### src/shared/uart_fifo_pkg.sv
/*
  Constants, register map, field positions and state types for the
  buffered UART register and interrupt block.
  Assumes the special-function-register bus presents byte or word accesses
  at the byte addresses listed here, word accesses at even addresses.
*/
package uart_fifo_pkg;

  // Register byte addresses
  localparam logic [15:0] BUF_ADDR = 16'hf7c0;
  localparam logic [15:0] IER_ADDR = 16'hf7c2;
  localparam logic [15:0] IIR_ADDR = 16'hf7c4;
  localparam logic [15:0] MOD_ADDR = 16'hf7c6;
  localparam logic [15:0] LSR_ADDR = 16'hf7c8;

  // Mode register fields
  localparam int MOD_LEN_LSB  = 0;
  localparam int MOD_DLAB_BIT = 7;
  localparam int MOD_FEN_BIT  = 8;
  localparam int MOD_RFR_BIT  = 9;
  localparam int MOD_TFR_BIT  = 10;
  localparam int MOD_FTL_LSB  = 14;
  // Bits kept by the mode register; FIFO clears self-clear, 13:11 reserved
  localparam logic [15:0] MOD_KEEP_MASK = 16'hc1ff;
  localparam logic [15:0] MOD_RESET     = 16'h0000;

  // Interrupt enable fields
  localparam int IER_RX_BIT  = 0;
  localparam int IER_TX_BIT  = 1;
  localparam int IER_ERR_BIT = 2;
  localparam logic [2:0] IER_RESET = 3'h0;

  // Interrupt source codes
  localparam logic [2:0] SRC_NONE    = 3'h0;
  localparam logic [2:0] SRC_RX_ERR  = 3'h3;
  localparam logic [2:0] SRC_RX_DATA = 3'h2;
  localparam logic [2:0] SRC_TIMEOUT = 3'h6;
  localparam logic [2:0] SRC_TX_REQ  = 3'h1;
  localparam logic [1:0] FMD_FIFO    = 2'h3;
  localparam logic [1:0] FMD_PLAIN   = 2'h0;
  localparam logic [15:0] IIR_RESET  = 16'h0001;

  // Line status bit positions
  localparam int LSR_DR_BIT   = 0;
  localparam int LSR_OER_BIT  = 1;
  localparam int LSR_PER_BIT  = 2;
  localparam int LSR_FER_BIT  = 3;
  localparam int LSR_BI_BIT   = 4;
  localparam int LSR_THRE_BIT = 5;
  localparam int LSR_TEMT_BIT = 6;

  // Sizes and timing
  localparam int FIFO_DEPTH    = 4;
  localparam int TIMEOUT_CHARS = 4;
  localparam logic [15:0] DIV_RESET = 16'h0000;

  // Transmit holding to shift register hand-off
  typedef enum logic [0:0] {
    TX_IDLE   = 1'b0,
    TX_LOADED = 1'b1
  } tx_state_e;

endpackage

### src/shared/fifo_link_if.sv
/*
  Connection between the register block and one of its byte FIFOs.
  Assumes both ends share one clock; cap limits the usable depth.
*/
interface fifo_link_if #(
  parameter int W  = 8,
  parameter int CW = 3
);
  logic          push;
  logic [W-1:0]  push_data;
  logic          pop;
  logic          clear;
  logic [CW-1:0] cap;
  logic [W-1:0]  head;
  logic [CW-1:0] count;
  logic          full;
  logic          empty;

  modport store (input push, push_data, pop, clear, cap,
                 output head, count, full, empty);
  modport user  (output push, push_data, pop, clear, cap,
                 input head, count, full, empty);
endinterface

### src/core/uart_buffer_irq.sv
/*
  Buffer port, interrupt enable, interrupt identification, mode and line
  status registers of a UART with small transmit and receive FIFOs.
  Assumes an external shifter delivers received characters as one-cycle
  pulses with error flags, takes transmit characters by valid/ready, and an
  external baud generator pulses char_tick once per character time.
*/
module uart_buffer_irq #(
  parameter int DEPTH = uart_fifo_pkg::FIFO_DEPTH
) (
  input  wire logic        clock,
  input  wire logic        srst,
  input  wire logic [15:0] sfr_addr,
  input  wire logic        sfr_rd,
  input  wire logic        sfr_wr,
  input  wire logic        sfr_word,
  input  wire logic [15:0] sfr_wdata,
  output logic      [15:0] sfr_rdata_q,
  input  wire logic        rx_valid,
  input  wire logic [7:0]  rx_char,
  input  wire logic        rx_parity_err,
  input  wire logic        rx_framing_err,
  input  wire logic        rx_break,
  input  wire logic        char_tick,
  input  wire logic        tx_ready,
  output logic             tx_valid_q,
  output logic      [7:0]  tx_char_q,
  output logic      [15:0] divisor_q,
  output logic      [15:0] mode_q,
  output logic             irq_q
);
  localparam int CW = $clog2(DEPTH + 1);

  fifo_link_if #(.W(8), .CW(CW)) rxl ();
  fifo_link_if #(.W(8), .CW(CW)) txl ();

  byte_fifo #(.W(8), .DEPTH(DEPTH), .CW(CW)) u_rx_fifo (
    .clock (clock),
    .srst  (srst),
    .link  (rxl)
  );
  byte_fifo #(.W(8), .DEPTH(DEPTH), .CW(CW)) u_tx_fifo (
    .clock (clock),
    .srst  (srst),
    .link  (txl)
  );

  logic [2:0]  ier_q, ier_d;
  logic [15:0] mode_d, divisor_d, rdata_d;
  logic        ovr_q, ovr_d, par_q, par_d, frm_q, frm_d, brk_q, brk_d;
  logic        txreq_q, txreq_d, tx_empty_prev_q, ier_tx_prev_q;
  logic [2:0]  tmo_cnt_q, tmo_cnt_d;
  logic        irq_d, tx_valid_d;
  logic [7:0]  tx_char_d;
  uart_fifo_pkg::tx_state_e tx_state_q, tx_state_d;

  logic        lane_lo, lane_hi, dlab, fen, mode_flip, tx_set_ev;
  logic        thr_write, rbr_read, iir_read, lsr_read, rx_err_pend;
  logic        rx_data_pend, tmo_pend, rx_overrun;
  logic [15:0] reg_addr, iir_val, lsr_val;
  logic [7:0]  len_mask;
  logic [2:0]  src_w;
  logic [1:0]  char_len;

  // Byte-lane decode of the special function register bus
  assign reg_addr = {sfr_addr[15:1], 1'b0};
  assign lane_lo  = sfr_word || !sfr_addr[0];
  assign lane_hi  = sfr_word || sfr_addr[0];
  assign dlab     = mode_q[uart_fifo_pkg::MOD_DLAB_BIT];
  assign fen      = mode_q[uart_fifo_pkg::MOD_FEN_BIT];
  assign char_len = mode_q[uart_fifo_pkg::MOD_LEN_LSB +: 2];
  assign len_mask = 8'hff >> (2'h3 - char_len);

  // Access side effects; holding registers only with divisor select 0
  assign thr_write = sfr_wr && lane_lo && !dlab && (reg_addr == uart_fifo_pkg::BUF_ADDR);
  assign rbr_read  = sfr_rd && lane_lo && !dlab && (reg_addr == uart_fifo_pkg::BUF_ADDR);
  assign iir_read  = sfr_rd && lane_lo && (reg_addr == uart_fifo_pkg::IIR_ADDR);
  assign lsr_read  = sfr_rd && lane_lo && (reg_addr == uart_fifo_pkg::LSR_ADDR);
  assign mode_flip = sfr_wr && lane_hi && (reg_addr == uart_fifo_pkg::MOD_ADDR) &&
                     (sfr_wdata[uart_fifo_pkg::MOD_FEN_BIT] != fen);

  // FIFO hookup; non-FIFO mode shrinks each store to one holding byte
  assign rxl.cap       = fen ? CW'(DEPTH) : CW'(1);
  assign txl.cap       = fen ? CW'(DEPTH) : CW'(1);
  assign rxl.push      = rx_valid;
  assign rxl.push_data = rx_char & len_mask;
  assign rxl.pop       = rbr_read;
  assign txl.push      = thr_write;
  assign txl.push_data = sfr_wdata[7:0] & len_mask;
  assign rxl.clear = mode_flip || (sfr_wr && lane_hi && (reg_addr == uart_fifo_pkg::MOD_ADDR) &&
                     sfr_wdata[uart_fifo_pkg::MOD_RFR_BIT]);
  assign txl.clear = mode_flip || (sfr_wr && lane_hi && (reg_addr == uart_fifo_pkg::MOD_ADDR) &&
                     sfr_wdata[uart_fifo_pkg::MOD_TFR_BIT]);
  assign txl.pop   = (tx_state_q == uart_fifo_pkg::TX_IDLE) && !txl.empty;
  assign rx_overrun = rx_valid && rxl.full && !rbr_read && !rxl.clear;

  // Interrupt sources and priority, highest level first
  assign rx_err_pend  = ovr_q || par_q || frm_q || brk_q;
  assign rx_data_pend = fen ? (rxl.count >= CW'(mode_q[uart_fifo_pkg::MOD_FTL_LSB +: 2]) + CW'(1))
                            : !rxl.empty;
  assign tmo_pend     = fen && !rxl.empty && (tmo_cnt_q == 3'(uart_fifo_pkg::TIMEOUT_CHARS));
  always_comb begin
    src_w = uart_fifo_pkg::SRC_NONE;
    if (rx_err_pend && ier_q[uart_fifo_pkg::IER_ERR_BIT]) begin
      src_w = uart_fifo_pkg::SRC_RX_ERR;
    end else if (rx_data_pend && ier_q[uart_fifo_pkg::IER_RX_BIT]) begin
      src_w = uart_fifo_pkg::SRC_RX_DATA;
    end else if (tmo_pend && ier_q[uart_fifo_pkg::IER_RX_BIT]) begin
      src_w = uart_fifo_pkg::SRC_TIMEOUT;
    end else if (txreq_q && ier_q[uart_fifo_pkg::IER_TX_BIT]) begin
      src_w = uart_fifo_pkg::SRC_TX_REQ;
    end
  end
  assign iir_val = {8'h00, fen ? uart_fifo_pkg::FMD_FIFO : uart_fifo_pkg::FMD_PLAIN,
                    2'b00, src_w, src_w == uart_fifo_pkg::SRC_NONE};
  assign lsr_val = {9'h000, txl.empty && !tx_valid_q, txl.empty, brk_q, frm_q, par_q, ovr_q,
                    !rxl.empty};

  // Transmit space event: holding area drains, or enable rises while empty
  assign tx_set_ev = txl.empty && (!tx_empty_prev_q ||
                     (ier_q[uart_fifo_pkg::IER_TX_BIT] && !ier_tx_prev_q));

  // Register file next values; set wins over clear on every sticky flag
  always_comb begin
    mode_d    = mode_q;
    ier_d     = ier_q;
    divisor_d = divisor_q;
    rdata_d   = sfr_rdata_q;
    if (sfr_wr && (reg_addr == uart_fifo_pkg::MOD_ADDR)) begin
      if (lane_lo) begin
        mode_d[7:0] = sfr_wdata[7:0];
      end
      if (lane_hi) begin
        mode_d[15:8] = sfr_wdata[15:8] & uart_fifo_pkg::MOD_KEEP_MASK[15:8];
      end
    end
    if (sfr_wr && lane_lo && (reg_addr == uart_fifo_pkg::IER_ADDR)) begin
      ier_d = sfr_wdata[2:0];
    end
    if (sfr_wr && dlab && (reg_addr == uart_fifo_pkg::BUF_ADDR)) begin
      if (lane_lo) begin
        divisor_d[7:0] = sfr_wdata[7:0];
      end
      if (lane_hi) begin
        divisor_d[15:8] = sfr_wdata[15:8];
      end
    end
    if (sfr_rd) begin
      case (reg_addr)
        uart_fifo_pkg::BUF_ADDR: rdata_d = dlab ? divisor_q :
                                 {8'h00, rxl.empty ? 8'h00 : rxl.head};
        uart_fifo_pkg::IER_ADDR: rdata_d = {13'h0000, ier_q};
        uart_fifo_pkg::IIR_ADDR: rdata_d = iir_val;
        uart_fifo_pkg::MOD_ADDR: rdata_d = mode_q;
        uart_fifo_pkg::LSR_ADDR: rdata_d = lsr_val;
        default:                 rdata_d = 16'h0000;
      endcase
    end
    ovr_d   = rx_overrun || (ovr_q && !lsr_read);
    par_d   = (rxl.push && rx_parity_err) || (par_q && !lsr_read);
    frm_d   = (rxl.push && rx_framing_err) || (frm_q && !lsr_read);
    brk_d   = (rxl.push && rx_break) || (brk_q && !lsr_read);
    txreq_d = tx_set_ev || (txreq_q && !thr_write &&
              !(iir_read && (src_w == uart_fifo_pkg::SRC_TX_REQ)));
    irq_d   = (src_w != uart_fifo_pkg::SRC_NONE);
  end

  // Character timeout counter; any push, pop or clear restarts it
  always_comb begin
    tmo_cnt_d = tmo_cnt_q;
    if (!fen || rxl.empty || rxl.push || rxl.pop || rxl.clear) begin
      tmo_cnt_d = 3'h0;
    end else if (char_tick && (tmo_cnt_q != 3'(uart_fifo_pkg::TIMEOUT_CHARS))) begin
      tmo_cnt_d = tmo_cnt_q + 3'h1;
    end
  end

  // Holding to shifter hand-off, one character in flight
  always_comb begin
    tx_state_d = tx_state_q;
    tx_char_d  = tx_char_q;
    case (tx_state_q)
      uart_fifo_pkg::TX_IDLE: begin
        if (!txl.empty) begin
          tx_state_d = uart_fifo_pkg::TX_LOADED;
          tx_char_d  = txl.head;
        end
      end
      uart_fifo_pkg::TX_LOADED: begin
        if (tx_ready) begin
          tx_state_d = uart_fifo_pkg::TX_IDLE;
        end
      end
      default: tx_state_d = uart_fifo_pkg::TX_IDLE;
    endcase
    tx_valid_d = (tx_state_d == uart_fifo_pkg::TX_LOADED);
  end

  // All block state outside the two FIFOs registered here
  always_ff @(posedge clock) begin
    if (srst) begin
      mode_q          <= uart_fifo_pkg::MOD_RESET;
      ier_q           <= uart_fifo_pkg::IER_RESET;
      divisor_q       <= uart_fifo_pkg::DIV_RESET;
      sfr_rdata_q     <= 16'h0000;
      {ovr_q, par_q, frm_q, brk_q} <= 4'h0;
      txreq_q         <= 1'b0;
      tx_empty_prev_q <= 1'b1;
      ier_tx_prev_q   <= 1'b0;
      tmo_cnt_q       <= 3'h0;
      irq_q           <= 1'b0;
      tx_state_q      <= uart_fifo_pkg::TX_IDLE;
      tx_valid_q      <= 1'b0;
      tx_char_q       <= 8'h00;
    end else begin
      mode_q          <= mode_d;
      ier_q           <= ier_d;
      divisor_q       <= divisor_d;
      sfr_rdata_q     <= rdata_d;
      {ovr_q, par_q, frm_q, brk_q} <= {ovr_d, par_d, frm_d, brk_d};
      txreq_q         <= txreq_d;
      tx_empty_prev_q <= txl.empty;
      ier_tx_prev_q   <= ier_q[uart_fifo_pkg::IER_TX_BIT];
      tmo_cnt_q       <= tmo_cnt_d;
      irq_q           <= irq_d;
      tx_state_q      <= tx_state_d;
      tx_valid_q      <= tx_valid_d;
      tx_char_q       <= tx_char_d;
    end
  end
endmodule

### src/core/byte_fifo.sv
/*
  Small circular FIFO used for both the receive and transmit paths.
  Assumes the user never pops while empty; such pops and pushes into a full
  store without a pop are ignored.
*/
module byte_fifo #(
  parameter int W     = 8,
  parameter int DEPTH = 4,
  parameter int CW    = 3
) (
  input  wire logic   clock,
  input  wire logic   srst,
  fifo_link_if.store  link
);
  localparam int AW = (DEPTH > 1) ? $clog2(DEPTH) : 1;

  logic [W-1:0]  mem_q [DEPTH];
  logic [AW-1:0] wr_q, wr_d, rd_q, rd_d;
  logic [CW-1:0] count_q, count_d;
  logic          do_push, do_pop;

  // Full against the current cap so non-FIFO mode behaves as one byte
  assign link.full  = (count_q >= link.cap);
  assign link.empty = (count_q == '0);
  assign link.count = count_q;
  assign link.head  = mem_q[rd_q];

  // Pointer and fill bookkeeping
  always_comb begin
    do_pop  = link.pop && !link.empty;
    do_push = link.push && (!link.full || do_pop);
    wr_d    = wr_q;
    rd_d    = rd_q;
    count_d = count_q;
    if (do_push) begin
      wr_d = (wr_q == AW'(DEPTH - 1)) ? '0 : wr_q + AW'(1);
    end
    if (do_pop) begin
      rd_d = (rd_q == AW'(DEPTH - 1)) ? '0 : rd_q + AW'(1);
    end
    if (do_push && !do_pop) begin
      count_d = count_q + CW'(1);
    end else if (do_pop && !do_push) begin
      count_d = count_q - CW'(1);
    end
    if (link.clear) begin
      wr_d    = '0;
      rd_d    = '0;
      count_d = '0;
    end
  end

  always_ff @(posedge clock) begin
    if (srst) begin
      wr_q    <= '0;
      rd_q    <= '0;
      count_q <= '0;
    end else begin
      wr_q    <= wr_d;
      rd_q    <= rd_d;
      count_q <= count_d;
    end
  end

  // Storage has no reset; only written slots are ever read
  always_ff @(posedge clock) begin
    if (do_push && !link.clear) begin
      mem_q[wr_q] <= link.push_data;
    end
  end
endmodule

### config.mk
export PLATFORM = sky130hd
export DESIGN_NAME = uart_buffer_irq
export DESIGN_NICKNAME = d
export VERILOG_FILES = /design/src/shared/uart_fifo_pkg.sv /design/src/shared/fifo_link_if.sv /design/src/core/uart_buffer_irq.sv /design/src/core/byte_fifo.sv
export SDC_FILE = /design/constraint.sdc
export NUM_CORES = 1
export LEC_CHECK = 0
export BUFFER_PORTS_ARGS = -buffer_cell sky130_fd_sc_hd__buf_2
export CAP_MARGIN = 20
export CORE_MARGIN = 1
export CORE_UTILIZATION = 34
export CTS_CLUSTER_DIAMETER = 80
export DETAILED_ROUTE_END_ITERATION = 12
export GPL_ROUTABILITY_DRIVEN = 0
export GPL_TIMING_DRIVEN = 0
export PLACE_DENSITY = 0.61
export SYNTH_ARGS = -nofsm -noshare
export SYNTH_HDL_FRONTEND = slang
export SYNTH_SLANG_ARGS = --single-unit
### constraint.sdc
create_clock -name clock -period 3.6 [get_ports clock]
set_clock_uncertainty 0.05 [all_clocks]
set_input_delay 0.36 -clock clock [delete_from_list [all_inputs] [get_ports clock]]
set_output_delay 0.36 -clock clock [all_outputs]
set_load 0.02 [all_outputs]
## Yosys cells after proc, flatten, opt, wreduce, memory -nomap -nowiden

Memories as Yosys holds them, arrays and structs flattened. A register that Yosys moved wholly into a read port is not among the register bits.
Index checks and enable logic that the tools add are counted.

| word-level totals | value |
|---|---|
| memories | 2 |
| input bits | 51 |
| latch bits | 0 |
| memory bits (read-only) | 0 |
| word-level logic and storage cells | 187 |
| output and inout bits | 58 |
| bits in registers | 72 |
| memory bits (writable) | 64 |

Memories:

| memory | words | bits a word | rd ports | clocked after memory_dff | wr ports | line | RTL |
|---|---|---|---|---|---|---|---|
| u_rx_fifo.mem_q | 4 | 8 | 1 | 1 | 1 | byte_fifo.sv:17 | `logic [W-1:0] mem_q [DEPTH];` |
| u_tx_fifo.mem_q | 4 | 8 | 1 | 1 | 1 | byte_fifo.sv:17 |  |

| operators by class | value |
|---|---|
| shift operators | 1 |
| divide/modulo/power cells | 0 |
| add/subtract/negate cells | 11 |
| muxes and demuxes | 27 |
| reduce and logical (&&, ||, !) cells | 104 |
| eq/ne operators | 13 |
| order comparisons | 3 |
| $mul | 0 |
| bitwise gates (word level) | 4 |

Operators with widths:

| kind | number |
|---|---|
| 16-bit one-hot mux with 5 select lines | 1 |
| 15-bit == test, second input constant | 5 |
| 1-bit logical AND | 51 |
| 3-bit 2-to-1 mux | 8 |
| 1-bit zero test | 20 |
| 1-bit logical OR | 19 |
| 8-bit AND | 2 |
| 16-bit 2-to-1 mux | 1 |
| 2-bit 2-to-1 mux | 7 |
| 2-bit AND reduction | 5 |
| 3-bit by 1-bit adder with 3-bit output, second input constant | 3 |
| 3-bit >= comparator | 3 |
| 3-bit zero test | 3 |
| 2-bit by 1-bit adder with 2-bit output, second input constant | 4 |
| 2-bit == test, second input constant | 4 |
| 1-bit 2-to-1 mux | 8 |
| 8-bit 2-to-1 mux | 1 |
| 8-bit by 2-bit >> shifter with 8-bit output, first input constant | 1 |
| 2-bit OR reduction | 3 |
| 3-bit by 1-bit subtractor with 3-bit output, second input constant | 2 |
| 2-bit nonzero test | 2 |
| 2-bit by 1-bit adder with 3-bit output, second input constant | 1 |
| 3-bit by 1-bit == test with 1-bit output, second input constant | 1 |
| 3-bit == test, second input constant | 1 |
| 6 further kinds | 7 |

## Depth between registers and ports, before layout

Gate-level depths: netlist of the first run.

| logic depth | value |
|---|---|
| depth after elaboration | 13 |
| mapped depth | 14 |
| depth with buffers taken out | 13 |

## By module

From an unflattened synthesis of the first run, not the netlist that was laid out.

| second synthesis, totals | value |
|---|---|
| cell total of the unflattened synthesis | 588 |
| area, all modules | 6687.7 µm² |

By module, submodules not included:

| module | cells an instance | area an instance (µm²) | sequential area each (µm²) | times used |
|---|---|---|---|---|
| uart_buffer_irq | 384 | 3259.4 | 1321.3 | 1 |
| byte_fifo (u_tx_fifo) | 103 | 1715.4 | 1141.1 | 1 |
| byte_fifo (u_rx_fifo) | 101 | 1712.9 | 1141.1 | 1 |

## Worst setup path before layout of the first run

Ideal clock, no wire load.

| timing path | value |
|---|---|
| path kind | register to register |
| start point | register mode_q[8] |
| end point | register u_rx_fifo.count_q[2], in the netlist u_rx_fifo.link.count[2] |
| setup time | 0.121 ns |
| required time | 3.429 ns |
| period minus slack after synthesis | 3.253 ns |
| arrival time | 3.082 ns |
| buffers on the path | 1 |
| stages on the path, launching flop included | 15 |
| path slack | 0.347 ns |
| cell sequence | dfxtp_1 > clkbuf_1 > inv_1 > ha_1 > or3b_2 > a21o_1 > o41a_1 > nor2_1 > ha_1 > inv_1 > fa_1 > xor2_1 > nor2_1 > xnor2_1 > nor2_1 |

| between the ends | value |
|---|---|
| cells in the longest elaborated chain, start to end | 8 |
| elaborated cells between the ends (all ways) | 14 |
| those cells by class | order compare: 1; eq/ne: 1; mux: 2; reduce/logical: 10 |

Ends and longest elaborated chain:

| what | line | RTL |
|---|---|---|
| start: declaration | uart_buffer_irq.sv:29 | `output logic [15:0] mode_q,` |
| start signal: assignment | uart_buffer_irq.sv:202 | `mode_q <= uart_fifo_pkg::MOD_RESET;` |
| start signal: assignment | uart_buffer_irq.sv:216 | `mode_q <= mode_d;` |
| 3-bit 2-to-1 mux (*) | uart_buffer_irq.sv:83 | `assign rxl.cap = fen ? CW'(DEPTH) : CW'(1);` |
| 3-bit >= comparator (*) | byte_fifo.sv:23 | `assign link.full = (count_q >= link.cap);` |
| 1-bit zero test (*) | byte_fifo.sv:31 | `do_push = link.push && (!link.full \|\| do_pop);` |
| 1-bit logical OR (*) | byte_fifo.sv:31 |  |
| 1-bit logical AND (*) | byte_fifo.sv:31 |  |
| via u_rx_fifo.do_push | byte_fifo.sv:20 | `logic do_push, do_pop;` |
| 1-bit zero test | byte_fifo.sv:43 | `end else if (do_pop && !do_push) begin` |
| 1-bit logical AND | byte_fifo.sv:43 |  |
| 2-bit nonzero test (no source line) | n/a |  |
| end signal: assignment | byte_fifo.sv:61 | `count_q <= count_d;` |
| end: declaration | byte_fifo.sv:19 | `logic [CW-1:0] count_q, count_d;` |

Mark *: on every way through the listed nets, which the timed path passes. The rest lies on a longest branch.
A chain may end at the register's enable or synchronous reset.

## Final worst setup path of the first run

Same ends and word-level chain as after synthesis.

==> results of run 1 <==
## timing repair
| action | 4_1_cts | 5_1_grt |
|---|---|---|
| pin swaps | 0 | 0 |
| endpoints found under the setup margin | 1 | 2 |
| gates resized for setup | 0 | 1 |
| buffers inserted | 0 | 0 |
## synth_stat cells, types with 3 or more instances
master / instances / area [um2]
sky130_fd_sc_hd__or3_1: 4 / 25.0
sky130_fd_sc_hd__buf_1: 5 / 18.8
sky130_fd_sc_hd__ha_1: 22 / 275
sky130_fd_sc_hd__nand2_1: 62 / 233
sky130_fd_sc_hd__and2_1: 10 / 62.6
sky130_fd_sc_hd__nand3_1: 22 / 110
sky130_fd_sc_hd__xnor2_1: 3 / 26.3
sky130_fd_sc_hd__a31oi_1: 3 / 18.8
sky130_fd_sc_hd__or3b_2: 3 / 26.3
sky130_fd_sc_hd__and3_1: 8 / 50.1
sky130_fd_sc_hd__or4_1: 3 / 22.5
sky130_fd_sc_hd__a21oi_1: 41 / 205
sky130_fd_sc_hd__o31ai_1: 4 / 30.0
sky130_fd_sc_hd__edfxtp_1: 64 / 1920
sky130_fd_sc_hd__inv_1: 24 / 90.1
sky130_fd_sc_hd__o21a_1: 3 / 22.5
sky130_fd_sc_hd__a221oi_1: 4 / 35.0
sky130_fd_sc_hd__xor2_1: 5 / 43.8
sky130_fd_sc_hd__a21o_1: 4 / 30.0
sky130_fd_sc_hd__dfxtp_1: 82 / 1640
sky130_fd_sc_hd__clkbuf_1: 20 / 75.1
sky130_fd_sc_hd__nor3_1: 9 / 45.0
sky130_fd_sc_hd__o21ai_0: 14 / 70.1
sky130_fd_sc_hd__mux2i_1: 21 / 210
sky130_fd_sc_hd__nand3b_1: 3 / 22.5
sky130_fd_sc_hd__a2bb2oi_1: 3 / 26.3
sky130_fd_sc_hd__nor2_1: 52 / 195
sky130_fd_sc_hd__a22oi_1: 6 / 45.0
sky130_fd_sc_hd__mux4_2: 16 / 360
sky130_fd_sc_hd__nand4_1: 4 / 25.0
sky130_fd_sc_hd__a211oi_1: 7 / 52.6
sky130_fd_sc_hd__buf_4: 5 / 37.5
sky130_fd_sc_hd__a32oi_1: 4 / 35.0
## per-stage QoR
step / util (%) / worst slack, ns
after floorplan: - / 0.347
after global placement: 39.0 / -0.0297
after detailed placement: 39.1 / -0.0902
after CTS: 42.2 / 0.0746
after global routing: 42.2 / 0.0602
final: 42.2 / 0.277
## worst max-delay path by stage
stage	from	end	slack, ns
2_1_floorplan	mode_q[8]	u_rx_fifo.link.count[2]	0.35
6_report	mode_q[8]	u_rx_fifo.link.count[2]	0.28
4_1_cts	mode_q[8]	u_rx_fifo.link.count[2]	0.07
3_5_place_dp	mode_q[8]	u_rx_fifo.link.count[2]	-0.09
5_1_grt	mode_q[8]	u_rx_fifo.link.count[2]	0.06
3_3_place_gp	mode_q[8]	u_rx_fifo.link.count[2]	-0.03
## registers in the layout, summed over array words and instances, names as in the netlist, named ones only
signal	count
u_rx_fifo.mem_q	32
u_tx_fifo.mem_q	32
divisor_q	16
sfr_rdata_q	16
mode_q	11
tx_char_q	8
ier_q	3
tmo_cnt_q	3
u_rx_fifo.link.count	3
u_tx_fifo.link.count	3
u_rx_fifo.rd_q	2
u_rx_fifo.wr_q	2
u_tx_fifo.rd_q	2
u_tx_fifo.wr_q	2
brk_q	1
frm_q	1
ier_tx_prev_q	1
irq_q	1
ovr_q	1
par_q	1
tx_empty_prev_q	1
tx_state_q	1
txreq_q	1
## report_power, final
part / internal [mW] / total [mW] / switching, mW
registers: 1.88 / 1.97 / 0.0913
logic: 0.327 / 0.783 / 0.455
clock network: 1.03 / 1.72 / 0.681
## metal layers
layer  share of wire [%]  GRT usage [%]  vias up
met5                   0              0        -
met4                 2.4           7.46        0
met3                 6.0           5.16       29
met2                  47           30.1      161
met1                  45           23.4     2400
li1                    -              -     2365
## worst max-delay path: stages (launching register included)
cell	delay (ns)
sky130_fd_sc_hd__dfxtp_2	0.46
sky130_fd_sc_hd__inv_1	0.18
sky130_fd_sc_hd__ha_1	0.32
sky130_fd_sc_hd__or3b_2	0.44
sky130_fd_sc_hd__a21o_1	0.21
sky130_fd_sc_hd__o41a_1	0.17
sky130_fd_sc_hd__nor2_1	0.28
sky130_fd_sc_hd__ha_1	0.24
sky130_fd_sc_hd__inv_1	0.06
sky130_fd_sc_hd__fa_1	0.37
sky130_fd_sc_hd__xor2_1	0.17
sky130_fd_sc_hd__nor2_1	0.11
sky130_fd_sc_hd__xnor2_1	0.12
sky130_fd_sc_hd__nor2_1	0.05
## layout make-up
cell class | instances | share of cell area [%]
well taps | 234 | 3.72
clock buffers | 25 | 6.84
repair buffers | 104 | 6.73
clock inverters | 7 | 0.541
inverters | 24 | 1.14
flip-flops and latches | 146 | 45.3
plain buffers | 32 | 1.89
multi-input cells | 379 | 33.8
## kinds of logic after synthesis
family	count (synthesis)	share of synthesized area, %
AND/OR/NAND/NOR	198	15.2
flip-flops	146	55.2
AO/OA/AOI/OAI	106	10.8
buffers and inverters	57	3.76
multiplexers	38	9.02
adder cells (fa/ha/maj)	24	4.89
XOR/XNOR	8	1.09
other	1	0.0581
==> impl_results.html, run 1 <==
<table>
<tr><th>Metric</th><th>Value</th></tr>
<tr><th colspan="2">Clock tree</th></tr>
<tr><td>Hold Buf Count CTS</td><td>0</td></tr>
<tr><td>TritonCTS clock tree</td><td>built</td></tr>
<tr><td>Clock-pin transition on the worst setup and hold timing paths</td><td>0.06 ns</td></tr>
<tr><td>Buffer depth of the longest clock path</td><td>2</td></tr>
<tr><td>Library cell used as clock root buffer</td><td>sky130_fd_sc_hd__clkbuf_16</td></tr>
<tr><td>Worst-Skew Late Latency</td><td>between 0.4 and 0.5 ns</td></tr>
<tr><td>Clock sink count</td><td>~150</td></tr>
<tr><td>Number of buffers created by CTS</td><td>17</td></tr>
<tr><td>Maximum level of the CTS H-tree</td><td>4</td></tr>
<tr><th colspan="2">Worst setup path</th></tr>
<tr><td>Worst R2R End</td><td>u_rx_fifo.link.count[2]</td></tr>
<tr><td>Worst Setup Path Type</td><td>flip-flop to flip-flop</td></tr>
<tr><td>Type of origin of the critical path</td><td>flip-flop</td></tr>
<tr><td>R2r setup slk</td><td>roughly 0.28 ns</td></tr>
<tr><td>Source of the worst register-to-register timing path</td><td>mode_q[8]</td></tr>
<tr><td>Endpoint class of the critical path</td><td>flip-flop</td></tr>
<tr><td>CP Data Required Time</td><td>between 3 and 4 ns</td></tr>
<tr><td>Maximum net fanout on the critical path</td><td>9</td></tr>
<tr><td>Data arrival time of the critical path</td><td>roughly 3.6 ns</td></tr>
<tr><td>Reg2reg path depth</td><td>13</td></tr>
<tr><th colspan="2">Cells and area</th></tr>
<tr><td>Post-route cell area</td><td>~0.008 mm2</td></tr>
<tr><td>Relative area change from synthesis to final layout</td><td>21.9%</td></tr>
<tr><td>Post-route insts no fill</td><td>roughly 950</td></tr>
<tr><td>Total Nets Final</td><td>just under 800</td></tr>
<tr><td>Area taken by multi-input logic gates</td><td>~0.0027 mm2</td></tr>
<tr><td>Commonest non-fill, non-tap cell in the layout</td><td>sky130_fd_sc_hd__buf_2</td></tr>
<tr><td>Ant. Diodes</td><td>0</td></tr>
<tr><td>Fraction of layout instances using a drive strength above 1</td><td>between 20% and 30%</td></tr>
<tr><td>Area of all sequential standard cells</td><td>between 0.003 and 0.004 mm2</td></tr>
<tr><td>Number of fill cells</td><td>around 1.8k</td></tr>
<tr><td>Most frequent cells in the layout</td><td>104 x sky130_fd_sc_hd__buf_2, 81 x sky130_fd_sc_hd__dfxtp_1, 64 x sky130_fd_sc_hd__edfxtp_1</td></tr>
<tr><th colspan="2">Routing</th></tr>
<tr><td>Via count</td><td>between 4k and 5k</td></tr>
<tr><td>Routed length per placed instance</td><td>approximately 18 um</td></tr>
<tr><td>Starting DRT DRC Count</td><td>roughly 260</td></tr>
<tr><td>Mean number of vias per cell</td><td>between 5 and 6</td></tr>
<tr><td>DR pass1 iterations</td><td>4</td></tr>
<tr><td>Drt total wl</td><td>around 17000 um</td></tr>
<tr><td>Final antenna-violating net count</td><td>0</td></tr>
<tr><td>Drc violations</td><td>0</td></tr>
<tr><th colspan="2">Floorplanning</th></tr>
<tr><td>Horiz. Die Dim</td><td>approximately 140 um</td></tr>
<tr><td>Die Area</td><td>0.0195 mm2</td></tr>
<tr><td>Die H</td><td>about 140 um</td></tr>
<tr><td>Starting utilization of the core area</td><td>34.6%</td></tr>
<tr><td>Core region area</td><td>around 0.019 mm2</td></tr>
<tr><td>Row Count</td><td>50</td></tr>
<tr><td>IO Count</td><td>109</td></tr>
<tr><th colspan="2">Place</th></tr>
<tr><td>Area of placed instances</td><td>about 0.0073 mm2</td></tr>
<tr><td>Post-detail-place hpwl</td><td>12600 um</td></tr>
<tr><td>Number of placed instances, taps included</td><td>between 900 and 1k</td></tr>
<tr><td>I/O Buffers</td><td>just over 100</td></tr>
<tr><th colspan="2">Min path</th></tr>
<tr><td>Worst min-delay path class</td><td>input port to flip-flop</td></tr>
<tr><td>Beginning of the worst hold path</td><td>tx_ready</td></tr>
<tr><td>Worst Hold Endpoint</td><td>tx_state_q</td></tr>
<tr><td>Cell depth of the worst min-delay path</td><td>2</td></tr>
<tr><th colspan="2">Yosys</th></tr>
<tr><td>Number of synthesized flops with an enable pin</td><td>64</td></tr>
<tr><td>FF+latch count, synth</td><td>between 100 and 150</td></tr>
<tr><td>Post-synthesis instance area</td><td>about 0.0065 mm2</td></tr>
<tr><td>Count of cell types in the netlist</td><td>59</td></tr>
<tr><td>Synthesis warning total</td><td>0</td></tr>
<tr><td>Most used DFF post-synth</td><td>sky130_fd_sc_hd__dfxtp_1</td></tr>
<tr><td>Sequential area share after synthesis</td><td>between 50% and 60%</td></tr>
<tr><td>Synthesized area per cell</td><td>11.2 um2</td></tr>
<tr><td>Ys async rst share</td><td>0%</td></tr>
<tr><td>Post-synthesis cell count</td><td>578</td></tr>
<tr><th colspan="2">Timing</th></tr>
<tr><td>Setup TNS Final</td><td>0 ns</td></tr>
<tr><td>Final slew viol count</td><td>0</td></tr>
<tr><td>Setup Viol. Count Final</td><td>0</td></tr>
<tr><td>Final worst path period need</td><td>approximately 3.3 ns</td></tr>
<tr><td>Highest clock frequency the design can meet</td><td>between 300 and 400 MHz</td></tr>
<tr><td>RSZ-0062 raised after global routing</td><td>no</td></tr>
<tr><td>Final Hold Viols</td><td>0</td></tr>
<tr><td>Hold Slack</td><td>0.0767 ns</td></tr>
<tr><td>Final worst path period share</td><td>around 90%</td></tr>
<tr><td>Slew Limit Headroom</td><td>just under 40%</td></tr>
<tr><td>Transition time at the pin with the least slew margin</td><td>about 0.92 ns</td></tr>
<tr><th colspan="2">Global route</th></tr>
<tr><td>Via count of the first global-routing pass</td><td>approximately 4.9k</td></tr>
<tr><td>Global-route usage over all layers</td><td>between 10% and 20%</td></tr>
<tr><td>Largest net degree at the start of global routing</td><td>17</td></tr>
<tr><td>Initial antenna violation count</td><td>0</td></tr>
<tr><td>Global-route wire length before repair</td><td>27200 um</td></tr>
<tr><td>Final global-route overflow total</td><td>0</td></tr>
<tr><th colspan="2">Power</th></tr>
<tr><td>Maximum vdd drop</td><td>around 0.38 mV</td></tr>
<tr><td>P per Cell Area</td><td>~570 mW/mm2</td></tr>
<tr><td>Power consumption</td><td>4.47 mW</td></tr>
<tr><td>Leakage power</td><td>~3.0 nW</td></tr>
<tr><th colspan="2">Run</th></tr>
<tr><td>Max_cap viols</td><td>0</td></tr>
<tr><th colspan="2">Run status</th></tr>
<tr><td>Run status</td><td>completed</td></tr>
</table>
Note: power is estimated with default switching activity, not from simulation.
==> inputs of run 2 (changes only) <==
--- a/config.mk
+++ b/config.mk
@@ -5,6 +5,7 @@
 export SDC_FILE = /design/constraint.sdc
 export NUM_CORES = 1
 export LEC_CHECK = 0
+export ABC_AREA = 1
 export BUFFER_PORTS_ARGS = -buffer_cell sky130_fd_sc_hd__buf_2
 export CAP_MARGIN = 20
 export CORE_MARGIN = 1
==> constraint.sdc (replaced) <==
create_clock -name clock -period 3.6 [get_ports clock]
set_clock_uncertainty 0.05 [all_clocks]
set_input_delay 0.36 -clock clock [delete_from_list [all_inputs] [get_ports clock]]
set_output_delay 0.36 -clock clock [all_outputs]
set_load 0.05 [all_outputs]
==> impl_results.html, run 2 <==
<table>
<tr><th>Metric</th><th>Value</th></tr>
<tr><th colspan="2">Run status</th></tr>
<tr><td>Run status</td><td>completed</td></tr>
<tr><th colspan="2">Min path</th></tr>
<tr><td>Cell depth of the worst min-delay path</td><td>1</td></tr>
<tr><td>Worst Hold Endpoint</td><td>u_rx_fifo.mem_q[1][3]</td></tr>
<tr><td>Beginning of the worst hold path</td><td>rx_char[3]</td></tr>
<tr><td>Worst min-delay path class</td><td>input port to flip-flop</td></tr>
<tr><th colspan="2">Power</th></tr>
<tr><td>Maximum vdd drop</td><td>approximately 0.47 mV</td></tr>
<tr><td>Proportion of power drawn by flip-flops and latches</td><td>41.2%</td></tr>
<tr><td>Switching share of power</td><td>about a third</td></tr>
<tr><td>P per Cell Area</td><td>between 500 and 600 mW/mm2</td></tr>
<tr><td>Switching pwr</td><td>between 1.5 and 2 mW</td></tr>
<tr><td>Leakage power</td><td>about 3.4 nW</td></tr>
<tr><td>Clock group share of total power</td><td>38.3%</td></tr>
<tr><td>Logic gate share of total power</td><td>~20%</td></tr>
<tr><td>Internal cell power</td><td>between 3 and 4 mW</td></tr>
<tr><th colspan="2">Timing</th></tr>
<tr><td>Final worst path period need</td><td>approximately 2.9 ns</td></tr>
<tr><td>Highest clock frequency the design can meet</td><td>around 350 MHz</td></tr>
<tr><td>Final Worst Setup Slack</td><td>0.739 ns</td></tr>
<tr><td>Final slew viol count</td><td>0</td></tr>
<tr><td>Slew Limit Headroom</td><td>around 43%</td></tr>
<tr><td>Final Hold Viols</td><td>0</td></tr>
<tr><td>Setup Viol. Count Final</td><td>0</td></tr>
<tr><td>Transition time at the pin with the least slew margin</td><td>around 0.85 ns</td></tr>
<tr><td>RSZ-0062 raised after global routing</td><td>no</td></tr>
<tr><td>Setup TNS Final</td><td>0 ns</td></tr>
<tr><td>Final worst path period share</td><td>79.5%</td></tr>
<tr><th colspan="2">Clock tree</th></tr>
<tr><td>TritonCTS clock tree</td><td>built</td></tr>
<tr><td>Clock sink count</td><td>roughly 150</td></tr>
<tr><td>Post-cts gate resize count</td><td>0</td></tr>
<tr><td>Number of buffers created by CTS</td><td>17</td></tr>
<tr><td>Maximum level of the CTS H-tree</td><td>4</td></tr>
<tr><td>Buffer depth of the longest clock path</td><td>2</td></tr>
<tr><td>Clock-pin transition on the worst setup and hold timing paths</td><td>about 0.070 ns</td></tr>
<tr><td>Hold Buf Count CTS</td><td>0</td></tr>
<tr><td>Worst-Skew Late Latency</td><td>between 0.4 and 0.5 ns</td></tr>
<tr><td>Setup fix buffers added after clock tree synthesis</td><td>0</td></tr>
<tr><td>Library cell used as clock root buffer</td><td>sky130_fd_sc_hd__clkbuf_16</td></tr>
<tr><th colspan="2">Yosys</th></tr>
<tr><td>Fraction of post-synthesis cell area in the top cell type by area</td><td>around 29%</td></tr>
<tr><td>Largest area contributor in the synthesized netlist</td><td>sky130_fd_sc_hd__edfxtp_1</td></tr>
<tr><td>Count of cell types in the netlist</td><td>45</td></tr>
<tr><td>Synthesized area per cell</td><td>8.85 um2</td></tr>
<tr><td>Number of synthesized flops with an enable pin</td><td>between 60 and 70</td></tr>
<tr><td>Sequential area share after synthesis</td><td>a little over half</td></tr>
<tr><td>FF+latch count, synth</td><td>146</td></tr>
<tr><td>Xor and xnor fraction of the mapped netlist area</td><td>0.784%</td></tr>
<tr><td>Most used DFF post-synth</td><td>sky130_fd_sc_hd__dfxtp_1</td></tr>
<tr><td>Ys async rst share</td><td>0%</td></tr>
<tr><td>Synthesized-area fraction occupied by ao, oa, aoi and oai cells</td><td>about an eighth</td></tr>
<tr><td>Count leader, synth</td><td>sky130_fd_sc_hd__nor2_1</td></tr>
<tr><td>Post-synthesis cell count</td><td>~760</td></tr>
<tr><td>Post-synthesis instance area</td><td>0.00670 mm2</td></tr>
<tr><td>Synthesis warning total</td><td>0</td></tr>
<tr><td>Adder-cell share of the synthesized area</td><td>around 4.7%</td></tr>
<tr><td>Main combinational cell family by area after synthesis</td><td>simple AND/OR/NAND/NOR gates</td></tr>
<tr><td>Cell types occupying the most area after synthesis</td><td>sky130_fd_sc_hd__edfxtp_1 29%, sky130_fd_sc_hd__dfxtp_1 25%, sky130_fd_sc_hd__nor2_1 7.2%</td></tr>
<tr><td>List of most frequent post-synthesis cells</td><td>129 x sky130_fd_sc_hd__nor2_1, 105 x sky130_fd_sc_hd__nand2_1, 82 x sky130_fd_sc_hd__dfxtp_1</td></tr>
<tr><td>Simple-gate share of the synthesized area</td><td>20.9%</td></tr>
<tr><td>Proportion of synthesized area in mux cells</td><td>0.299%</td></tr>
<tr><th colspan="2">Worst setup path</th></tr>
<tr><td>Reg2reg path depth</td><td>12</td></tr>
<tr><td>CP Data Required Time</td><td>3.86 ns</td></tr>
<tr><td>Source of the worst register-to-register timing path</td><td>mode_q[8]</td></tr>
<tr><td>R2r setup slk</td><td>about 0.74 ns</td></tr>
<tr><td>Slowest cell delay on critical path</td><td>between 0.5 and 0.6 ns</td></tr>
<tr><td>Cell at the slowest stage of the critical path</td><td>sky130_fd_sc_hd__dfxtp_1</td></tr>
<tr><td>Type of origin of the critical path</td><td>flip-flop</td></tr>
<tr><td>Worst R2R End</td><td>u_tx_fifo.link.count[2]</td></tr>
<tr><td>Endpoint class of the critical path</td><td>flip-flop</td></tr>
<tr><td>Buffers plus inverters on the worst setup path</td><td>2</td></tr>
<tr><td>Worst Setup Path Type</td><td>flip-flop to flip-flop</td></tr>
<tr><td>Data arrival time of the critical path</td><td>about 3.1 ns</td></tr>
<tr><td>Top delay family on crit path</td><td>adder cells</td></tr>
<tr><td>Maximum net fanout on the critical path</td><td>8</td></tr>
<tr><td>Cells along the critical path</td><td>inv_1 &gt; ha_1 &gt; o31ai_1 &gt; a21oi_1 &gt; nor2_1 &gt; ha_1 &gt; inv_1 &gt; fa_1 &gt; a21oi_1 &gt; o21ai_0 &gt; xor2_1 &gt; nor2_1</td></tr>
<tr><th colspan="2">Routing</th></tr>
<tr><td>DR pass1 iterations</td><td>6</td></tr>
<tr><td>Drc violations</td><td>0</td></tr>
<tr><td>Final antenna-violating net count</td><td>0</td></tr>
<tr><td>Drt total wl</td><td>between 15000 and 20000 um</td></tr>
<tr><td>Routed length per placed instance</td><td>about 15 um</td></tr>
<tr><td>Mean number of vias per cell</td><td>around 4.6</td></tr>
<tr><td>Via count</td><td>approximately 5.4k</td></tr>
<tr><td>Starting DRT DRC Count</td><td>around 280</td></tr>
<tr><th colspan="2">Run</th></tr>
<tr><td>Max_cap viols</td><td>0</td></tr>
<tr><th colspan="2">Global route</th></tr>
<tr><td>Largest net degree at the start of global routing</td><td>17</td></tr>
<tr><td>Initial antenna violation count</td><td>0</td></tr>
<tr><td>Via count of the first global-routing pass</td><td>around 5.0k</td></tr>
<tr><td>Final global-route overflow total</td><td>0</td></tr>
<tr><td>Global-route usage over all layers</td><td>about 17%</td></tr>
<tr><td>Global-route wire length before repair</td><td>roughly 26000 um</td></tr>
<tr><th colspan="2">Cells and area</th></tr>
<tr><td>Total Nets Final</td><td>between 900 and 1k</td></tr>
<tr><td>Fraction of layout instances using a drive strength above 1</td><td>about a fifth</td></tr>
<tr><td>Area taken by multi-input logic gates</td><td>approximately 0.0027 mm2</td></tr>
<tr><td>Commonest non-fill, non-tap cell in the layout</td><td>sky130_fd_sc_hd__nor2_1</td></tr>
<tr><td>Biggest registers after layout</td><td>u_rx_fifo.mem_q x32, u_tx_fifo.mem_q x32</td></tr>
<tr><td>Number of fill cells</td><td>1937</td></tr>
<tr><td>Ant. Diodes</td><td>0</td></tr>
<tr><td>Most frequent cells in the layout</td><td>129 x sky130_fd_sc_hd__nor2_1, 108 x sky130_fd_sc_hd__buf_2, 105 x sky130_fd_sc_hd__nand2_1</td></tr>
<tr><td>Area of all sequential standard cells</td><td>0.00356 mm2</td></tr>
<tr><td>Relative area change from synthesis to final layout</td><td>22.1%</td></tr>
<tr><th colspan="2">Floorplanning</th></tr>
<tr><td>Die H</td><td>around 140 um</td></tr>
<tr><td>Horiz. Die Dim</td><td>roughly 140 um</td></tr>
<tr><td>Starting utilization of the core area</td><td>a little over a third</td></tr>
<tr><td>IO Count</td><td>about 110</td></tr>
<tr><td>Core region area</td><td>around 0.019 mm2</td></tr>
<tr><td>Die Area</td><td>~0.020 mm2</td></tr>
<tr><td>Row Count</td><td>50</td></tr>
<tr><th colspan="2">Place</th></tr>
<tr><td>I/O Buffers</td><td>slightly above 100</td></tr>
<tr><td>Pre-CTS WS</td><td>0.749 ns</td></tr>
<tr><td>Post-detail-place hpwl</td><td>around 13000 um</td></tr>
</table>
==> run 2: metrics by stage <==
stage / std cells / area [um2] / total power, mW / hold slack, ns / util, %
floorplan: 761 / 6720 / 2.73 / 0.390 / -
finish: 1155 / 8180 / 4.80 / 0.0984 / 43.0
CTS: 1155 / 8180 / 4.84 / 0.0851 / 43.0
global placement: 1123 / 7550 / 2.98 / 0.406 / 39.7
global route: 1155 / 8180 / 5.05 / 0.0841 / 43.0
detailed placement: 1123 / 7550 / 3.00 / 0.410 / 39.7
==> run 2: logic make-up (layout without fill, tap and decap cells) <==
kind of cell | Yosys count | after routing
DFF | 146 | 146
buffers and inverters | 116 | 250
other | 1 | 5
muxes | 2 | 2
adders and majority gates | 24 | 24
and+or+nand+nor | 310 | 310
xor gates and xnor gates | 6 | 6
AOI/OAI and AO/OA | 152 | 152
==> run 2: worst reg2reg max path: cells and delay by family, from the launching register on <==
family | cells | cell delay, ns
fa+ha+maj | 3 | 0.90
compound gates | 4 | 0.58
flops | 1 | 0.51
buf+inv | 2 | 0.32
simple gates | 2 | 0.24
xor+xnor | 1 | 0.16
==> run 2: worst max-delay path by stage <==
stage                          from                      end  slack (ns)  cells past startpoint
after floorplan           mode_q[8]  u_rx_fifo.link.count[2]        0.69                     15
after global placement    mode_q[8]  u_tx_fifo.link.count[2]        0.75                     11
after detailed placement  mode_q[8]  u_tx_fifo.link.count[2]        0.75                     12
after CTS                 mode_q[8]  u_rx_fifo.link.count[2]        0.73                     15
after global routing      mode_q[8]  u_tx_fifo.link.count[2]        0.47                     12
final                     mode_q[8]  u_tx_fifo.link.count[2]        0.74                     12
==> run 2: per-layer routing <==
layer / share of wire, % / GRT usage [%] / vias up
met5: 0 / 0 / -
met4: 1.9 / 6.68 / 0
met3: 4.1 / 3.97 / 17
met2: 49 / 29.2 / 129
met1: 45 / 21.5 / 2455
li1: - / - / 2764
==> run 2: power groups by stage <==
stage	sequential, mW	combinational (mW)	clock [mW]
2_1_floorplan	2.13	0.596	0
4_1_cts	1.98	0.994	1.87
3_5_place_dp	2.02	0.986	0
3_3_place_gp	2.01	0.972	0
5_1_grt	2.00	1.11	1.94
6_report	1.98	0.985	1.84
==> run 2: layout make-up <==
cell class              count  share of cell area (%)
repair buffers            102                    6.24
clock buffers              19                    5.81
clock inverters            13                    1.87
plain buffers              28                    1.88
multi-input cells         499                    32.6
well taps                 260                    3.98
inverters                  88                    4.08
flip-flops and latches    146                    43.6
==> inputs of run 3 (changes only) <==
==> constraint.sdc (replaced) <==
create_clock -name clock -period 3 [get_ports clock]
set_clock_uncertainty 0.05 [all_clocks]
set_input_delay 0.3 -clock clock [delete_from_list [all_inputs] [get_ports clock]]
set_output_delay 0.3 -clock clock [all_outputs]
set_load 0.05 [all_outputs]
==> impl_results.html, run 3 (synthesis gave the netlist of run 2 again) <==
<table>
<tr><th>Metric</th><th>Value</th></tr>
<tr><th colspan="2">Timing</th></tr>
<tr><td>Final Hold Viols</td><td>0</td></tr>
<tr><td>Final worst path period need</td><td>2.63 ns</td></tr>
<tr><td>Final Worst Setup Slack</td><td>0.370 ns</td></tr>
<tr><td>Slew Limit Headroom</td><td>a little over two fifths</td></tr>
<tr><td>Transition time at the pin with the least slew margin</td><td>between 0.8 and 0.9 ns</td></tr>
<tr><td>RSZ-0062 raised after global routing</td><td>no</td></tr>
<tr><td>Final slew viol count</td><td>0</td></tr>
<tr><td>Highest clock frequency the design can meet</td><td>380 MHz</td></tr>
<tr><td>Setup Viol. Count Final</td><td>0</td></tr>
<tr><td>Final worst path period share</td><td>87.7%</td></tr>
<tr><td>Setup TNS Final</td><td>0 ns</td></tr>
<tr><th colspan="2">Global route</th></tr>
<tr><td>Largest net degree at the start of global routing</td><td>17</td></tr>
<tr><td>Global-route usage over all layers</td><td>between 10% and 20%</td></tr>
<tr><td>Global-route wire length before repair</td><td>~26000 um</td></tr>
<tr><td>Via count of the first global-routing pass</td><td>approximately 5.0k</td></tr>
<tr><td>Final global-route overflow total</td><td>0</td></tr>
<tr><td>Initial antenna violation count</td><td>0</td></tr>
<tr><th colspan="2">Floorplanning</th></tr>
<tr><td>Starting utilization of the core area</td><td>a little over a third</td></tr>
<tr><td>Row Count</td><td>50</td></tr>
<tr><td>Horiz. Die Dim</td><td>roughly 140 um</td></tr>
<tr><td>Core region area</td><td>0.0190 mm2</td></tr>
<tr><td>IO Count</td><td>approximately 110</td></tr>
<tr><td>Die Area</td><td>0.0203 mm2</td></tr>
<tr><td>Die H</td><td>~140 um</td></tr>
<tr><th colspan="2">Power</th></tr>
<tr><td>Power consumption</td><td>between 5 and 6 mW</td></tr>
<tr><td>Logic gate share of total power</td><td>between 20% and 30%</td></tr>
<tr><td>Internal cell power</td><td>roughly 4 mW</td></tr>
<tr><td>Clock group share of total power</td><td>a little under two fifths</td></tr>
<tr><td>P per Cell Area</td><td>between 700 and 800 mW/mm2</td></tr>
<tr><td>Proportion of power drawn by flip-flops and latches</td><td>slightly above 40%</td></tr>
<tr><td>Maximum vdd drop</td><td>about 0.57 mV</td></tr>
<tr><td>Leakage power</td><td>about 3.4 nW</td></tr>
<tr><td>Switching pwr</td><td>1.84 mW</td></tr>
<tr><td>Switching share of power</td><td>31.9%</td></tr>
<tr><th colspan="2">Cells and area</th></tr>
<tr><td>Biggest registers after layout</td><td>u_rx_fifo.mem_q x32, u_tx_fifo.mem_q x32</td></tr>
<tr><td>Number of fill cells</td><td>a little under 2k</td></tr>
<tr><td>Commonest non-fill, non-tap cell in the layout</td><td>sky130_fd_sc_hd__nor2_1</td></tr>
<tr><td>Ant. Diodes</td><td>0</td></tr>
<tr><td>Most frequent cells in the layout</td><td>129 x sky130_fd_sc_hd__nor2_1, 108 x sky130_fd_sc_hd__buf_2, 105 x sky130_fd_sc_hd__nand2_1</td></tr>
<tr><td>Post-route insts no fill</td><td>1155</td></tr>
<tr><td>Relative area change from synthesis to final layout</td><td>22.1%</td></tr>
<tr><td>Total Nets Final</td><td>957</td></tr>
<tr><td>Fraction of layout instances using a drive strength above 1</td><td>a little over a fifth</td></tr>
<tr><th colspan="2">Clock tree</th></tr>
<tr><td>Clock sink count</td><td>approximately 150</td></tr>
<tr><td>Library cell used as clock root buffer</td><td>sky130_fd_sc_hd__clkbuf_16</td></tr>
<tr><td>Maximum level of the CTS H-tree</td><td>4</td></tr>
<tr><td>Hold Buf Count CTS</td><td>0</td></tr>
<tr><td>Post-cts gate resize count</td><td>0</td></tr>
<tr><td>TritonCTS clock tree</td><td>built</td></tr>
<tr><td>Setup fix buffers added after clock tree synthesis</td><td>0</td></tr>
<tr><td>Worst-Skew Late Latency</td><td>around 0.42 ns</td></tr>
<tr><td>Buffer depth of the longest clock path</td><td>2</td></tr>
<tr><td>Clock-pin transition on the worst setup and hold timing paths</td><td>0.07 ns</td></tr>
<tr><td>Number of buffers created by CTS</td><td>17</td></tr>
<tr><th colspan="2">Place</th></tr>
<tr><td>Post-detail-place hpwl</td><td>between 10000 and 15000 um</td></tr>
<tr><td>Number of placed instances, taps included</td><td>roughly 1.1k</td></tr>
<tr><td>Pre-CTS WS</td><td>0.149 ns</td></tr>
<tr><td>I/O Buffers</td><td>roughly 100</td></tr>
<tr><th colspan="2">Routing</th></tr>
<tr><td>Starting DRT DRC Count</td><td>276</td></tr>
<tr><td>Drc violations</td><td>0</td></tr>
<tr><td>Final antenna-violating net count</td><td>0</td></tr>
<tr><td>Mean number of vias per cell</td><td>about 4.7</td></tr>
<tr><td>Drt total wl</td><td>16800 um</td></tr>
<tr><td>Via count</td><td>~5.4k</td></tr>
<tr><td>DR pass1 iterations</td><td>6</td></tr>
<tr><td>Routed length per placed instance</td><td>roughly 15 um</td></tr>
<tr><th colspan="2">Worst setup path</th></tr>
<tr><td>Data arrival time of the critical path</td><td>2.89 ns</td></tr>
<tr><td>Cells along the critical path</td><td>inv_2 &gt; ha_1 &gt; nand3b_1 &gt; a21oi_1 &gt; inv_1 &gt; nand2_4 &gt; nand2_4 &gt; clkinv_2 &gt; ha_1 &gt; inv_1 &gt; fa_1 &gt; a21oi_1 &gt; o21ai_0 &gt; xor2_1 &gt; nor2_1</td></tr>
<tr><td>Endpoint class of the critical path</td><td>flip-flop</td></tr>
<tr><td>Buffers plus inverters on the worst setup path</td><td>4</td></tr>
<tr><td>Top delay family on crit path</td><td>adder cells</td></tr>
<tr><td>Slowest cell delay on critical path</td><td>roughly 0.43 ns</td></tr>
<tr><td>CP Data Required Time</td><td>roughly 3.3 ns</td></tr>
<tr><td>Worst Setup Path Type</td><td>flip-flop to flip-flop</td></tr>
<tr><td>Cell at the slowest stage of the critical path</td><td>sky130_fd_sc_hd__dfxtp_2</td></tr>
<tr><td>R2r setup slk</td><td>~0.37 ns</td></tr>
<tr><td>Maximum net fanout on the critical path</td><td>8</td></tr>
<tr><td>Type of origin of the critical path</td><td>flip-flop</td></tr>
<tr><th colspan="2">Min path</th></tr>
<tr><td>Worst min-delay path class</td><td>input port to flip-flop</td></tr>
<tr><th colspan="2">Run</th></tr>
<tr><td>Max_cap viols</td><td>0</td></tr>
<tr><th colspan="2">Run status</th></tr>
<tr><td>Run status</td><td>completed</td></tr>
</table>
==> run 3: area by class of cell <==
type                    instances  area, um2  area share [%]
flip-flops and latches        146       3560            43.6
multi-input cells             499       2660            32.6
repair buffers                102        510            6.24
clock buffers                  19        475            5.81
inverters                      88        334            4.08
well taps                     260        325            3.98
plain buffers                  28        154            1.88
clock inverters                13        153            1.87
==> run 3: path summary, 6_finish.rpt <==
check	start	endpoint	depth (start not counted)
max reg2reg	mode_q[8]	u_rx_fifo.link.count[2]	15
max	mode_q[8]	u_rx_fifo.link.count[2]	15
min	rx_char[3]	u_rx_fifo.mem_q[1][3]	1
min reg2reg	sfr_rdata_q[3]	sfr_rdata_q[3]	2
==> run 3: power by group through the flow <==
stage               combinational (mW)  clock (mW)  sequential (mW)
floorplan                        0.715           0             2.56
global placement                  1.17           0             2.41
detailed placement                1.18           0             2.42
CTS                               1.19        2.24             2.38
global route                      1.34        2.32             2.40
finish                            1.18        2.21             2.38
==> run 3: through the flow <==
step,instance area [um2],hold slack (ns),utilization [%]
2_1_floorplan,6720,0.349,-
3_3_place_gp,7550,0.406,39.7
3_5_place_dp,7550,0.410,39.7
4_1_cts,8180,0.0251,43.0
5_1_grt,8180,0.0241,43.0
6_report,8180,0.0385,43.0
==> run 3: layer usage <==
layer	share of wire [%]	vias to the layer above	global-route usage, %
li1	-	2765	-
met1	45	2462	21.5
met2	49	128	29.2
met3	4.0	21	3.97
met4	1.9	0	6.68
met5	0	-	0
